===== config.mk =====
export PLATFORM = sky130hd
export DESIGN_NAME = eepwr_ctrl
export DESIGN_NICKNAME = d
export VERILOG_FILES = /design/src/eepwr_sync.v /design/src/eepwr_ctrl.v
export VERILOG_INCLUDE_DIRS = /design/src
export SDC_FILE = /design/constraint.sdc
export NUM_CORES = 1
export LEC_CHECK = 0
export BUFFER_PORTS_ARGS = -buffer_cell sky130_fd_sc_hd__buf_2
export CORE_MARGIN = 2
export CORE_UTILIZATION = 59
export DETAILED_ROUTE_END_ITERATION = 6
export PLACE_DENSITY = 0.8
export SYNTH_ARGS = -nofsm -noshare
export SYNTH_HDL_FRONTEND = slang
export SYNTH_HIERARCHICAL = 1
export SYNTH_SLANG_ARGS = --single-unit
export TNS_END_PERCENT = 5

===== constraint.sdc =====
create_clock -name CLK_I -period 6.5 [get_ports CLK_I]
set_clock_uncertainty 0.15 [all_clocks]
set_input_delay 1.3 -clock CLK_I [delete_from_list [all_inputs] [get_ports CLK_I]]
set_output_delay 1.3 -clock CLK_I [all_outputs]
set_load 0.01 [all_outputs]

===== src/eepwr_map.vh =====
// constants for the byte-wide eeprom write sequencer
`ifndef EEPWR_MAP_VH
`define EEPWR_MAP_VH
// ----------
// clock
// ----------
`define EEPWR_CLK_MHZ 50
`define EEPWR_CLK_KHZ 50000
// ----------
// times as printed, and cycle counts derived from them
// ----------
`define EEPWR_WP_NS 250
`define EEPWR_ACC_NS 250
`define EEPWR_DW_NS 250
`define EEPWR_BLC_MIN_NS 1000
`define EEPWR_BLC_MAX_US 30
`define EEPWR_BL_US 100
`define EEPWR_WC_MS 15
`define EEPWR_RES_HOLD_MS 10
`define EEPWR_NS2CYC(ns) (((ns) * `EEPWR_CLK_MHZ + 999) / 1000)
`define EEPWR_WP_CYC `EEPWR_NS2CYC(`EEPWR_WP_NS)
`define EEPWR_ACC_CYC `EEPWR_NS2CYC(`EEPWR_ACC_NS)
`define EEPWR_DW_CYC `EEPWR_NS2CYC(`EEPWR_DW_NS)
`define EEPWR_BLC_MIN_CYC `EEPWR_NS2CYC(`EEPWR_BLC_MIN_NS)
`define EEPWR_BLC_MAX_CYC (`EEPWR_BLC_MAX_US * `EEPWR_CLK_MHZ)
`define EEPWR_BL_CYC (`EEPWR_BL_US * `EEPWR_CLK_MHZ)
`define EEPWR_WC_CYC (`EEPWR_WC_MS * `EEPWR_CLK_KHZ)
`define EEPWR_RES_HOLD_CYC (`EEPWR_RES_HOLD_MS * `EEPWR_CLK_KHZ)
`define EEPWR_SYNC_LAT 3
`define EEPWR_READY_MARGIN 4
// ----------
// geometry
// ----------
`define EEPWR_AW 17
`define EEPWR_DW 8
`define EEPWR_PAGE_BYTES 128
// ----------
// commands
// ----------
`define EEPWR_OP_WRITE 2'h0
`define EEPWR_OP_READ 2'h1
`define EEPWR_OP_UNPROT 2'h2
`define EEPWR_OP_PROTW 2'h3
// ----------
// completion methods
// ----------
`define EEPWR_DONE_TIMED 2'h0
`define EEPWR_DONE_POLL 2'h1
`define EEPWR_DONE_TOGGLE 2'h2
`define EEPWR_DONE_BUSY 2'h3
// ----------
// unlock addresses, data and step counts
// ----------
`define EEPWR_ADR_A 17'h05555
`define EEPWR_ADR_B 17'h02AAA
`define EEPWR_D_AA 8'hAA
`define EEPWR_D_55 8'h55
`define EEPWR_D_80 8'h80
`define EEPWR_D_20 8'h20
`define EEPWR_D_A0 8'hA0
`define EEPWR_PRE_STEPS 3'h3
`define EEPWR_CANCEL_LAST 3'h5
`define EEPWR_POLL_BIT 7
`define EEPWR_TOGGLE_BIT 6
`endif


===== src/eepwr_sync.v =====
// three-stage synchroniser with agreement filter
`timescale 1ns/1ps
`default_nettype none
module eepwr_sync #(
  parameter W = 1
) (
  // clock and reset
  input wire clk_i,
  input wire rst_i,
  // asynchronous levels in, filtered levels out
  input wire [W-1:0] async_i,
  output reg [W-1:0] sync_o
);
  // ----------
  // stages
  // ----------
  reg [W-1:0] s1_r; // first stage, read only by s2_r
  reg [W-1:0] s2_r; // second stage
  reg [W-1:0] s3_r; // third stage
  genvar g;

  // shift chain
  always @(posedge clk_i or posedge rst_i) begin
    if (rst_i) begin
      s1_r <= {W{1'b0}};
      s2_r <= {W{1'b0}};
      s3_r <= {W{1'b0}};
    end else begin
      s1_r <= async_i;
      s2_r <= s1_r;
      s3_r <= s2_r;
    end
  end

  // per bit: take the new level once stages two and three agree
  generate
    for (g = 0; g < W; g = g + 1) begin : bit_g
      always @(posedge clk_i or posedge rst_i) begin
        if (rst_i) begin
          sync_o[g] <= 1'b0;
        end else if (s2_r[g] == s3_r[g]) begin
          sync_o[g] <= s3_r[g];
        end
      end
    end
  endgenerate
endmodule
`default_nettype wire


===== src/eepwr_ctrl.v =====
// host-side write sequencer for a byte-wide eeprom
// ----------
// Summary of operation
// - six-write sequence cancels software protection
// - protected writes need three-write preamble first
// - keep reset high 10 ms after last load
// - hold reset low while power switches
// - next byte load within 30 us
// - write finishes within 15 ms
// - with status checks, next access after 250 ns
// ----------
`timescale 1ns/1ps
`default_nettype none
`include "eepwr_map.vh"
module eepwr_ctrl #(
  parameter WC_CYC = `EEPWR_WC_CYC,
  parameter BL_CYC = `EEPWR_BL_CYC,
  parameter RES_HOLD_CYC = `EEPWR_RES_HOLD_CYC
) (
  // clock and reset
  input wire CLK_I,
  input wire RST_I,
  // command port
  input wire CMD_VALID_I,
  input wire [1:0] CMD_OP_I,
  input wire [`EEPWR_AW-1:0] CMD_ADDR_I,
  input wire [`EEPWR_DW-1:0] CMD_DATA_I,
  input wire CMD_LAST_I,
  input wire [1:0] DONE_MODE_I,
  input wire PWR_GOOD_I,
  output reg CMD_READY_O,
  // answers and status
  output reg [`EEPWR_DW-1:0] RD_DATA_O,
  output reg RD_VALID_O,
  output reg DONE_O,
  output reg BUSY_O,
  output reg PROT_O,
  // memory pins
  output reg [`EEPWR_AW-1:0] MEM_ADDR_O,
  input wire [`EEPWR_DW-1:0] MEM_DQ_I,
  output reg [`EEPWR_DW-1:0] MEM_DQ_O,
  output reg MEM_DQ_OE_O,
  output reg MEM_CE_N_O,
  output reg MEM_OE_N_O,
  output reg MEM_WE_N_O,
  output reg PROGRAM_RESET_IN_N_O,
  input wire MEM_BUSY_N_I
);
  // ----------
  // states
  // ----------
  localparam S_IDLE = 9'h001; // waiting for a command
  localparam S_SETUP = 9'h002; // address, data, chip select set
  localparam S_STRB = 9'h004; // write strobe low
  localparam S_GAP = 9'h008; // strobe high, byte load cycle minimum
  localparam S_LWAIT = 9'h010; // page open, next byte may come
  localparam S_SETTLE = 9'h020; // load window runs out, write starts
  localparam S_PREAD = 9'h040; // status or user read in flight
  localparam S_PEVAL = 9'h080; // judge status read
  localparam S_PGAP = 9'h100; // strobes high between status reads

  // ----------
  // declarations
  // ----------
  reg [8:0] state_r; // current state
  reg [19:0] cnt_r; // cycles since last strobe fall or read start
  reg [19:0] wcnt_r; // cycles since last data load
  reg [1:0] op_r; // command in progress
  reg [2:0] step_r; // step in an unlock sequence
  reg pre_r; // preamble being sent
  reg [`EEPWR_AW-1:0] uaddr_r; // user address of current byte
  reg [`EEPWR_DW-1:0] udata_r; // user data of current byte
  reg [`EEPWR_DW-1:0] last_r; // last byte loaded, for polling
  reg [7:0] page_r; // bytes loaded into the page
  reg close_r; // page closed by user
  reg tog_ok_r; // a previous toggle sample exists
  reg tog_r; // previous toggle sample
  reg tog_stop_r; // two status samples agree on bit six
  reg rd_user_r; // read belongs to the user
  reg wr_active_r; // a write cycle may be in progress
  wire [`EEPWR_DW+1:0] sync_w; // {busy_n, dq, power}
  wire pwr_ok_w; // power good, synchronised
  wire [`EEPWR_DW-1:0] dq_w; // data pins, synchronised
  wire busy_n_w; // busy pin, synchronised
  wire take_w; // command accepted this cycle
  wire cancel_w; // sequence is the protection cancel
  wire last_step_w; // this step is the final load of the command

  // ----------
  // functions
  // ----------
  // address of an unlock step; steps 1 and 4 use the second address
  function [`EEPWR_AW-1:0] step_addr;
    input [2:0] idx;
    begin
      step_addr = (idx == 3'h1 || idx == 3'h4) ? `EEPWR_ADR_B : `EEPWR_ADR_A;
    end
  endfunction

  // data of an unlock step
  function [`EEPWR_DW-1:0] step_data;
    input cancel;
    input [2:0] idx;
    begin
      case (idx)
        3'h0: step_data = `EEPWR_D_AA;
        3'h1: step_data = `EEPWR_D_55;
        3'h2: step_data = cancel ? `EEPWR_D_80 : `EEPWR_D_A0;
        3'h3: step_data = `EEPWR_D_AA;
        3'h4: step_data = `EEPWR_D_55;
        default: step_data = `EEPWR_D_20;
      endcase
    end
  endfunction

  // ----------
  // input synchroniser
  // ----------
  eepwr_sync #(
    .W(`EEPWR_DW + 2)
  ) u_sync (
    .clk_i(CLK_I),
    .rst_i(RST_I),
    .async_i({MEM_BUSY_N_I, MEM_DQ_I, PWR_GOOD_I}),
    .sync_o(sync_w)
  );
  assign pwr_ok_w = sync_w[0];
  assign dq_w = sync_w[`EEPWR_DW:1];
  assign busy_n_w = sync_w[`EEPWR_DW+1];

  assign take_w = CMD_VALID_I & CMD_READY_O;
  assign cancel_w = (op_r == `EEPWR_OP_UNPROT);
  assign last_step_w = cancel_w ? (step_r == `EEPWR_CANCEL_LAST) : ~pre_r;

  // ----------
  // reset pin: low while power switches, but not inside a write until the hold time after the last load has run
  // ----------
  always @(posedge CLK_I or posedge RST_I) begin
    if (RST_I) begin
      PROGRAM_RESET_IN_N_O <= 1'b0; // held low until power is good
    end else if (pwr_ok_w) begin
      PROGRAM_RESET_IN_N_O <= 1'b1;
    end else if (!wr_active_r || wcnt_r >= RES_HOLD_CYC) begin
      PROGRAM_RESET_IN_N_O <= 1'b0;
    end
  end

  // ----------
  // sequencer
  // ----------
  always @(posedge CLK_I or posedge RST_I) begin
    if (RST_I) begin
      state_r <= S_IDLE;
      cnt_r <= 20'h00000;
      wcnt_r <= 20'h00000;
      op_r <= `EEPWR_OP_WRITE;
      step_r <= 3'h0;
      pre_r <= 1'b0;
      uaddr_r <= {`EEPWR_AW{1'b0}};
      udata_r <= {`EEPWR_DW{1'b0}};
      last_r <= {`EEPWR_DW{1'b0}};
      page_r <= 8'h00;
      close_r <= 1'b0;
      tog_ok_r <= 1'b0;
      tog_r <= 1'b0;
      tog_stop_r <= 1'b0;
      rd_user_r <= 1'b0;
      wr_active_r <= 1'b0;
      CMD_READY_O <= 1'b0;
      RD_DATA_O <= {`EEPWR_DW{1'b0}};
      RD_VALID_O <= 1'b0;
      DONE_O <= 1'b0;
      BUSY_O <= 1'b0;
      PROT_O <= 1'b0;
      MEM_ADDR_O <= {`EEPWR_AW{1'b0}};
      MEM_DQ_O <= {`EEPWR_DW{1'b0}};
      MEM_DQ_OE_O <= 1'b0;
      MEM_CE_N_O <= 1'b1;
      MEM_OE_N_O <= 1'b1;
      MEM_WE_N_O <= 1'b1;
    end else begin
      RD_VALID_O <= 1'b0;
      DONE_O <= 1'b0;
      if (wcnt_r != 20'hFFFFF) begin
        wcnt_r <= wcnt_r + 20'h00001;
      end
      case (state_r)
        // accept a command only while the reset pin is released
        S_IDLE: begin
          CMD_READY_O <= pwr_ok_w & PROGRAM_RESET_IN_N_O;
          if (take_w) begin
            CMD_READY_O <= 1'b0;
            BUSY_O <= 1'b1;
            op_r <= CMD_OP_I;
            uaddr_r <= CMD_ADDR_I;
            udata_r <= CMD_DATA_I;
            close_r <= CMD_LAST_I;
            page_r <= 8'h00;
            step_r <= 3'h0;
            tog_ok_r <= 1'b0;
            tog_stop_r <= 1'b0; // no stale toggle verdict
            cnt_r <= 20'h00000;
            if (CMD_OP_I == `EEPWR_OP_READ) begin
              rd_user_r <= 1'b1;
              MEM_ADDR_O <= CMD_ADDR_I;
              MEM_CE_N_O <= 1'b0;
              MEM_OE_N_O <= 1'b0;
              state_r <= S_PREAD;
            end else begin
              // preamble when protected, to enable protection, or to cancel
              pre_r <= PROT_O | (CMD_OP_I != `EEPWR_OP_WRITE);
              state_r <= S_SETUP;
            end
          end
        end
        // present address and data with chip select low
        S_SETUP: begin
          MEM_ADDR_O <= pre_r ? step_addr(step_r) : uaddr_r;
          MEM_DQ_O <= pre_r ? step_data(cancel_w, step_r) : udata_r;
          MEM_DQ_OE_O <= 1'b1;
          MEM_CE_N_O <= 1'b0;
          MEM_WE_N_O <= 1'b0; // falls with chip select: address latched here
          cnt_r <= 20'h00000;
          wr_active_r <= 1'b1;
          state_r <= S_STRB;
        end
        // strobe width far above the glitch filter width
        S_STRB: begin
          cnt_r <= cnt_r + 20'h00001;
          if (cnt_r >= `EEPWR_WP_CYC - 1) begin
            MEM_WE_N_O <= 1'b1; // rising edge latches data
            wcnt_r <= 20'h00000;
            if (!pre_r) begin
              last_r <= udata_r;
              page_r <= page_r + 8'h01;
            end
            state_r <= S_GAP;
          end
        end
        // hold data, then keep the byte load cycle minimum
        S_GAP: begin
          cnt_r <= cnt_r + 20'h00001;
          if (cnt_r >= `EEPWR_BLC_MIN_CYC - 1) begin
            MEM_DQ_OE_O <= 1'b0;
            MEM_CE_N_O <= 1'b1;
            if (!last_step_w) begin
              // cancel steps go on; preamble ends before the user byte
              step_r <= step_r + 3'h1;
              if (!cancel_w && step_r == `EEPWR_PRE_STEPS - 3'h1) begin
                pre_r <= 1'b0;
              end
              state_r <= S_SETUP;
            end else begin
              if (op_r == `EEPWR_OP_PROTW) begin
                PROT_O <= 1'b1;
              end
              if (cancel_w) begin
                PROT_O <= 1'b0; // no user byte follows
              end
              CMD_READY_O <= ~close_r & ~cancel_w & (page_r < `EEPWR_PAGE_BYTES);
              state_r <= S_LWAIT;
            end
          end
        end
        // page stays open only inside the byte load cycle maximum
        S_LWAIT: begin
          cnt_r <= cnt_r + 20'h00001;
          if (take_w && CMD_OP_I == `EEPWR_OP_WRITE) begin
            CMD_READY_O <= 1'b0;
            uaddr_r <= CMD_ADDR_I;
            udata_r <= CMD_DATA_I;
            close_r <= CMD_LAST_I;
            state_r <= S_SETUP;
          end else if (close_r || cancel_w || page_r >= `EEPWR_PAGE_BYTES ||
                       cnt_r >= `EEPWR_BLC_MAX_CYC - `EEPWR_READY_MARGIN) begin
            CMD_READY_O <= 1'b0;
            state_r <= S_SETTLE;
          end
        end
        // strobes stay high for the load window, then write start time
        S_SETTLE: begin
          cnt_r <= cnt_r + 20'h00001;
          if (cnt_r >= BL_CYC + `EEPWR_DW_CYC) begin
            cnt_r <= 20'h00000;
            if (DONE_MODE_I == `EEPWR_DONE_POLL || DONE_MODE_I == `EEPWR_DONE_TOGGLE) begin
              MEM_ADDR_O <= uaddr_r;
              MEM_CE_N_O <= 1'b0;
              MEM_OE_N_O <= 1'b0;
              state_r <= S_PREAD;
            end else begin
              state_r <= S_PEVAL;
            end
          end
        end
        // wait access time plus synchroniser latency, then sample
        S_PREAD: begin
          cnt_r <= cnt_r + 20'h00001;
          if (cnt_r >= `EEPWR_ACC_CYC + `EEPWR_SYNC_LAT) begin
            MEM_CE_N_O <= 1'b1;
            MEM_OE_N_O <= 1'b1;
            cnt_r <= 20'h00000;
            tog_ok_r <= 1'b1;
            tog_r <= dq_w[`EEPWR_TOGGLE_BIT];
            tog_stop_r <= tog_ok_r & (dq_w[`EEPWR_TOGGLE_BIT] == tog_r);
            if (rd_user_r) begin
              rd_user_r <= 1'b0;
              RD_DATA_O <= dq_w;
              RD_VALID_O <= 1'b1;
              DONE_O <= 1'b1;
              BUSY_O <= 1'b0;
              state_r <= S_IDLE;
            end else begin
              state_r <= S_PEVAL;
            end
          end
        end
        // decide whether the internal write has finished
        S_PEVAL: begin
          if (wcnt_r >= WC_CYC ||
              (DONE_MODE_I == `EEPWR_DONE_POLL && !cancel_w &&
               dq_w[`EEPWR_POLL_BIT] == last_r[`EEPWR_POLL_BIT]) ||
              (DONE_MODE_I == `EEPWR_DONE_TOGGLE && !cancel_w && tog_stop_r) ||
              (DONE_MODE_I == `EEPWR_DONE_BUSY && !cancel_w && busy_n_w)) begin
            wr_active_r <= 1'b0;
            DONE_O <= 1'b1;
            BUSY_O <= 1'b0;
            state_r <= S_IDLE;
          end else begin
            cnt_r <= 20'h00000;
            state_r <= S_PGAP;
          end
        end
        // strobes high between status reads
        S_PGAP: begin
          cnt_r <= cnt_r + 20'h00001;
          if (cnt_r >= `EEPWR_DW_CYC) begin
            cnt_r <= 20'h00000;
            if (DONE_MODE_I == `EEPWR_DONE_POLL || DONE_MODE_I == `EEPWR_DONE_TOGGLE) begin
              MEM_CE_N_O <= 1'b0;
              MEM_OE_N_O <= 1'b0;
              state_r <= S_PREAD;
            end else begin
              state_r <= S_PEVAL;
            end
          end
        end
        default: begin
          state_r <= S_IDLE;
        end
      endcase
    end
  end
endmodule
`default_nettype wire


---- Yosys cells after proc, flatten, opt, wreduce, memory -nomap -nowiden ----
Cells that the tools add are included.
storage, ports and cells
  bits in registers ....................... 185
  input bits .............................. 43
  output and inout bits ................... 43
operators by class
  multiplexer cells ....................... 102
  equal/unequal tests ..................... 51
  bitwise operators ....................... 9
  reductions and logical operators ........ 61
  order comparisons ....................... 10
  add/subtract/negate cells ............... 4
operators by type and width
  cell                                                                      number
  20-bit 2-to-1 mux                                                         8
  20-bit case mux with 7 select lines                                       1
  17-bit 2-to-1 mux                                                         7
  9-bit 2-to-1 mux                                                          9
  9-bit case mux with 9 select lines                                        1
  8-bit 2-to-1 mux                                                          8
  17-bit case mux with 3 select lines                                       1
  1-bit 2-to-1 mux                                                          42
  20-bit by 1-bit adder with 20-bit output (second input constant)          2
  20-bit by 4-bit >= comparator with 1-bit output (second input constant)   2
  2-bit != test (second input constant)                                     17
  17-bit case mux with 2 select lines                                       1
  8-bit case mux with 2 select lines                                        2
  8-bit case mux with 3 select lines                                        1
  20-bit by 11-bit >= comparator with 1-bit output (second input constant)  1
  20-bit by 13-bit >= comparator with 1-bit output (second input constant)  1
  20-bit by 19-bit >= comparator with 1-bit output (second input constant)  1
  20-bit >= comparator (second input constant)                              1
  20-bit by 5-bit >= comparator with 1-bit output (second input constant)   1
  20-bit by 6-bit >= comparator with 1-bit output (second input constant)   1
  20-bit != test (second input constant)                                    1
  4-bit AND reduction                                                       5
  2-bit nonzero test                                                        10
  1-bit case mux with 2 select lines                                        9
  other kinds (48)                                                          104

---- Longest topological paths before layout ----
  depth in word-level cells ............... 9
  depth in mapped cells ................... 9

---- By module ----
The synthesis kept the hierarchy.
by module, submodules not included
  module      area an instance (sq um)  cells an instance  instances
  eepwr_ctrl  7299.5                    708                1
  eepwr_sync  1117.3                    51                 1

---- Worst setup path before layout ----
Ideal clock, no wire load.
  kind .................................... input-to-reg
  from .................................... input port DONE_MODE_I[1]
  to ...................................... register cnt_r[2]
  cell stages on the path ................. 8
  arrival time ............................ 2822 ps
  path slack .............................. 3379 ps
  cell sequence ........................... inv_1 ha_1 a222oi_1 a2bb2oi_1 a21oi_1 nor3_4 buf_2 o221ai_1
between the ends
  word-level cells in the longest chain between the ends .. 8
ends and longest elaborated chain
  item                                                       RTL line          text
  from (decl)                                                eepwr_ctrl.v:29   input wire [1:0] DONE_MODE_I,
  2-bit by 1-bit == test with 1-bit output (no source line)  --
  1-bit logical AND (2 in series)                            eepwr_ctrl.v:320  (DONE_MODE_I == `EEPWR_DONE_POLL && !cancel_w &&
  1-bit logical OR (2 in series)                             eepwr_ctrl.v:319  if (wcnt_r >= WC_CYC ||
  1-bit logical OR *                                         eepwr_ctrl.v:319
  2-bit != test (no source line) *                           --
  3-bit AND reduction (no source line) *                     --
  to (signal assigned)                                       eepwr_ctrl.v:282  cnt_r <= cnt_r + 20'h00001;
  to (signal assigned)                                       eepwr_ctrl.v:297  cnt_r <= cnt_r + 20'h00001;
  to (signal assigned)                                       eepwr_ctrl.v:335  cnt_r <= cnt_r + 20'h00001;
  to (decl)                                                  eepwr_ctrl.v:66   reg [19:0] cnt_r;
Every way passes the cells marked *; elsewhere a longest branch is shown, timed or not.
A chain may end at the register's enable or synchronous reset.

---- Worst setup path in the final report ----
  from .................................... register state_r[6]
  to ...................................... register cnt_r[14]
between the ends
  word-level cells in the longest chain between the ends .. 4
ends and longest elaborated chain
  item                                                              RTL line          text
  from (decl)                                                       eepwr_ctrl.v:65   reg [8:0] state_r;
  from (signal assigned)                                            eepwr_ctrl.v:153  state_r <= S_IDLE;
  from (signal assigned)                                            eepwr_ctrl.v:208  state_r <= S_PREAD;
  from (signal assigned)                                            eepwr_ctrl.v:212  state_r <= S_SETUP;
  9-bit by 5-bit == test with 1-bit output (tied with other cells)  eepwr_ctrl.v:187  case (state_r)
  3-bit OR reduction (no source line)                               --
  7-bit nonzero test (no source line)                               --
  3-bit AND reduction (no source line)                              --
  to (signal assigned)                                              eepwr_ctrl.v:229  cnt_r <= cnt_r + 20'h00001;
  to (signal assigned)                                              eepwr_ctrl.v:242  cnt_r <= cnt_r + 20'h00001;
  to (signal assigned)                                              eepwr_ctrl.v:267  cnt_r <= cnt_r + 20'h00001;
Parallel ways exist; a longest one is shown, timed or not.

==> results.yml <==
finish:
  fin_area_mm2: 0.00953
  fillers: 1015
  utilization_pct: 68.4
  stdcell_count: 1036
  diodes: 0
  fin_nets: 901
  multi_input_area_mm2: 0.00367
  regArea_mm2: 0.00446
  area_growth_pct: 13.2
  drive_gt1_share_pct: 23.5
timing:
  slew_headroom_pct: 25.1
  hold_violations: 0
  slew_viol_final: 0
  setup_tns_ns: 0
  period_share_pct: 51.2
  rsz0062_at_grt: "false"
  tightest_slew_ns: 1.12
  finalSetupViolations: 0
  max_clock_freq_mhz: 300
  timing.final.crit_period_ns: 3.33
global_route:
  grt_pass1_wl_um: 30400
  grt_pass1_vias: 6086
  grt_antenna_before_repair: 0
  grt_use_total_pct: 25.9
  grt-ovfl-total: 0
  grt_max_degree: 83
clocking:
  numCtsBuffers: 17
  cts-resized-gates: 0
  root_buffer: "clkbuf_16"
  clk_pin_slew_ns: 0.07
  cts-hold-fix-buffers: 0
  cts_buffer_depth: 2
  htree_levels: 4
  cts_setup_buffers: 0
  cts_tree: "built"
  cts_sinks: 178
  clock_latency_ns: 0.44
worst_setup_path:
  reg2reg_depth: 6
  crit_family: "simple AND/OR/NAND/NOR gates"
  required_ns: 6.63
  reg2reg_to: "cnt_r[14]"
  endpoint_kind: "register"
  path_max_fanout: 19
  critPathLaunchType: "register"
  reg2reg_from: "state_r[6]"
  cpMostUsedCell: "nor3_4"
  cpMaxStageDelayCell: "nor3_4"
  path_cells: "nor3_4 > nand4_1 > o2111ai_1 > nor3b_1 > nor3_4 > o221ai_1"
  reg2reg_slack_ns: 3.17
  critPathMaxStageDelay_ns: 0.65
  path_buf_inv: 0
  worstSetupPathType: "register to register"
  cp.arrival_ns: 3.46
floorplan:
  ios: 86
  start_util_pct: 60.4
  dieArea_mm2: 0.0152
  die-width_um: 123
  coreArea_mm2: 0.0139
  die_y_um: 123
  rows: 43
route:
  wl_um: 18700
  via_per_inst: 6.03
  drtAntennaViolNets: 0
  first_pass_iters: 5
  drc_errors: 0
  drtIter0Drc: 487
  post_drt_wl_per_cell_um: 18.0
  vias: 6248
synth:
  synth_cells: 759
  syn_avg_cell_area_um2: 11.1
  async_flop_share_pct: 100
  synth-main-ff-cell: "dfrtp_1"
  syn-cell-area_mm2: 0.00842
  netlist.area_leader.share_pct: 51.7
  ys_top_cells_by_count: "dfrtp_1 (174), nor2_1 (67), nand2_1 (60)"
  yosys_warnings: 6
  synthTopCellsByArea: "dfrtp_1 (52%), mux2_2 (6.7%), nor2_1 (3.0%), nand2_1 (2.7%), ha_1 (2.2%)"
  synth_edf_count: 0
  synth-seq-cells: 178
  synth-seq-area-share_pct: 53.0
  yosysMostFrequentCell: "dfrtp_1"
  syn-num-nets: 817
  synth_top_cell_by_area: "dfrtp_1"
  yosysUniqueCellTypes: 71
pwr:
  p_leak_nw: 4.28
  p_per_area_mw_per_mm2: 400
  vdd_drop_max_mv: 0.230
  power.total_mw: 3.81
flow_run:
  maxCapViolCount: 0
place:
  gp_congestion: 0.951
  dpl-instance-area_mm2: 0.00897
  io_buffers: 85
  dp_cells: 1004
  dpl.hpwl_um: 13000
outcome:
  outcome: "complete, no violations"
worst_hold_path:
  hold_class: "register to register"
  holdPathEnd: "u_sync/s2_r[9]"
  hp-start: "u_sync/s1_r[9]"
  whs_path_depth: 0
-- cell type report --
cell class                 count  area share (%)
tap                          180            2.36
clock buffer                  19            4.54
multi-input combinational    515            38.6
timing repair buffer          89            4.78
inverter                      42            1.68
sequential                   178            46.8
clock inverter                13            1.29
-- report_power, final --
part / total, mW / internal, mW / switching [mW]
Sequential: 1.64 / 1.40 / 0.243
Combinational: 1.20 / 0.532 / 0.671
Clock: 0.969 / 0.504 / 0.465
Total: 3.81 / 2.43 / 1.38
-- flip-flops by register name, indices dropped and copies added (netlist names), 9 cells and up --
name           cells
cnt_r             20
MEM_ADDR_O        17
u_sync/s1_r       10
wcnt_r            20
u_sync/s3_r       10
uaddr_r           17
state_r            9
u_sync/sync_o     10
u_sync/s2_r       10
-- how the worst max path moves through the flow --
stage,depth (start not counted),slack (ns),endpoint,start
2_1_floorplan,1,1.36,BUSY_O,RST_I
3_3_place_gp,8,2.95,cnt_r[6],DONE_MODE_I[1]
3_5_place_dp,8,2.85,cnt_r[17],DONE_MODE_I[1]
4_1_cts,6,3.28,cnt_r[6],state_r[6]
5_1_grt,6,3.04,cnt_r[4],state_r[6]
6_report,6,3.17,cnt_r[14],state_r[6]
-- worst reg2reg max path, stage by stage (launching register included) --
cell       delay [ns]
dfrtp_1          0.53
nor3_4           0.42
nand4_1          0.64
o2111ai_1        0.41
nor3b_1          0.17
nor3_4           0.65
o221ai_1         0.22
-- placed cells by master (no fill, tap or decap), drive strengths merged, types with 15 or more instances in the layout --
cell type,instances
dfrtp,174
nand2,61
clkbuf,19
nor3,21
inv,48
buf,89
o21ai,35
mux2,55
or3,17
nand3,21
nor2,67
ha,15
xnor2,18
nand4,19
a221o,15
-- stage by stage --
step | setup slack [ns] | hold WS (ns)
6_report | 3.17 | 0.200
2_1_floorplan | 1.36 | 0.181
4_1_cts | 3.28 | 0.201
3_5_place_dp | 2.85 | 0.185
5_1_grt | 3.04 | 0.204
3_3_place_gp | 2.95 | 0.183
-- layer usage --
metal	global-route usage (%)	wire (um)	vias to the layer above
met3	4.70	982	27
met2	42.3	9360	206
met1	35.2	8070	3111
li1	-	-	2904
met4	8.66	259	0
met5	0	0	-
-- cells by family (layout without fill, tap and decap cells) --
family	count (synthesis)	in the layout	share of synthesized area [%]
AOI/OAI and AO/OA	134	134	12.3
xor gates and xnor gates	26	26	2.71
adders and majority gates	25	25	3.57
buffers and inverters	66	163	3.36
DFF	178	178	53.0
muxes	61	61	8.07
and+or+nand+nor	269	269	17.1
(Power assumes the default switching activity.)
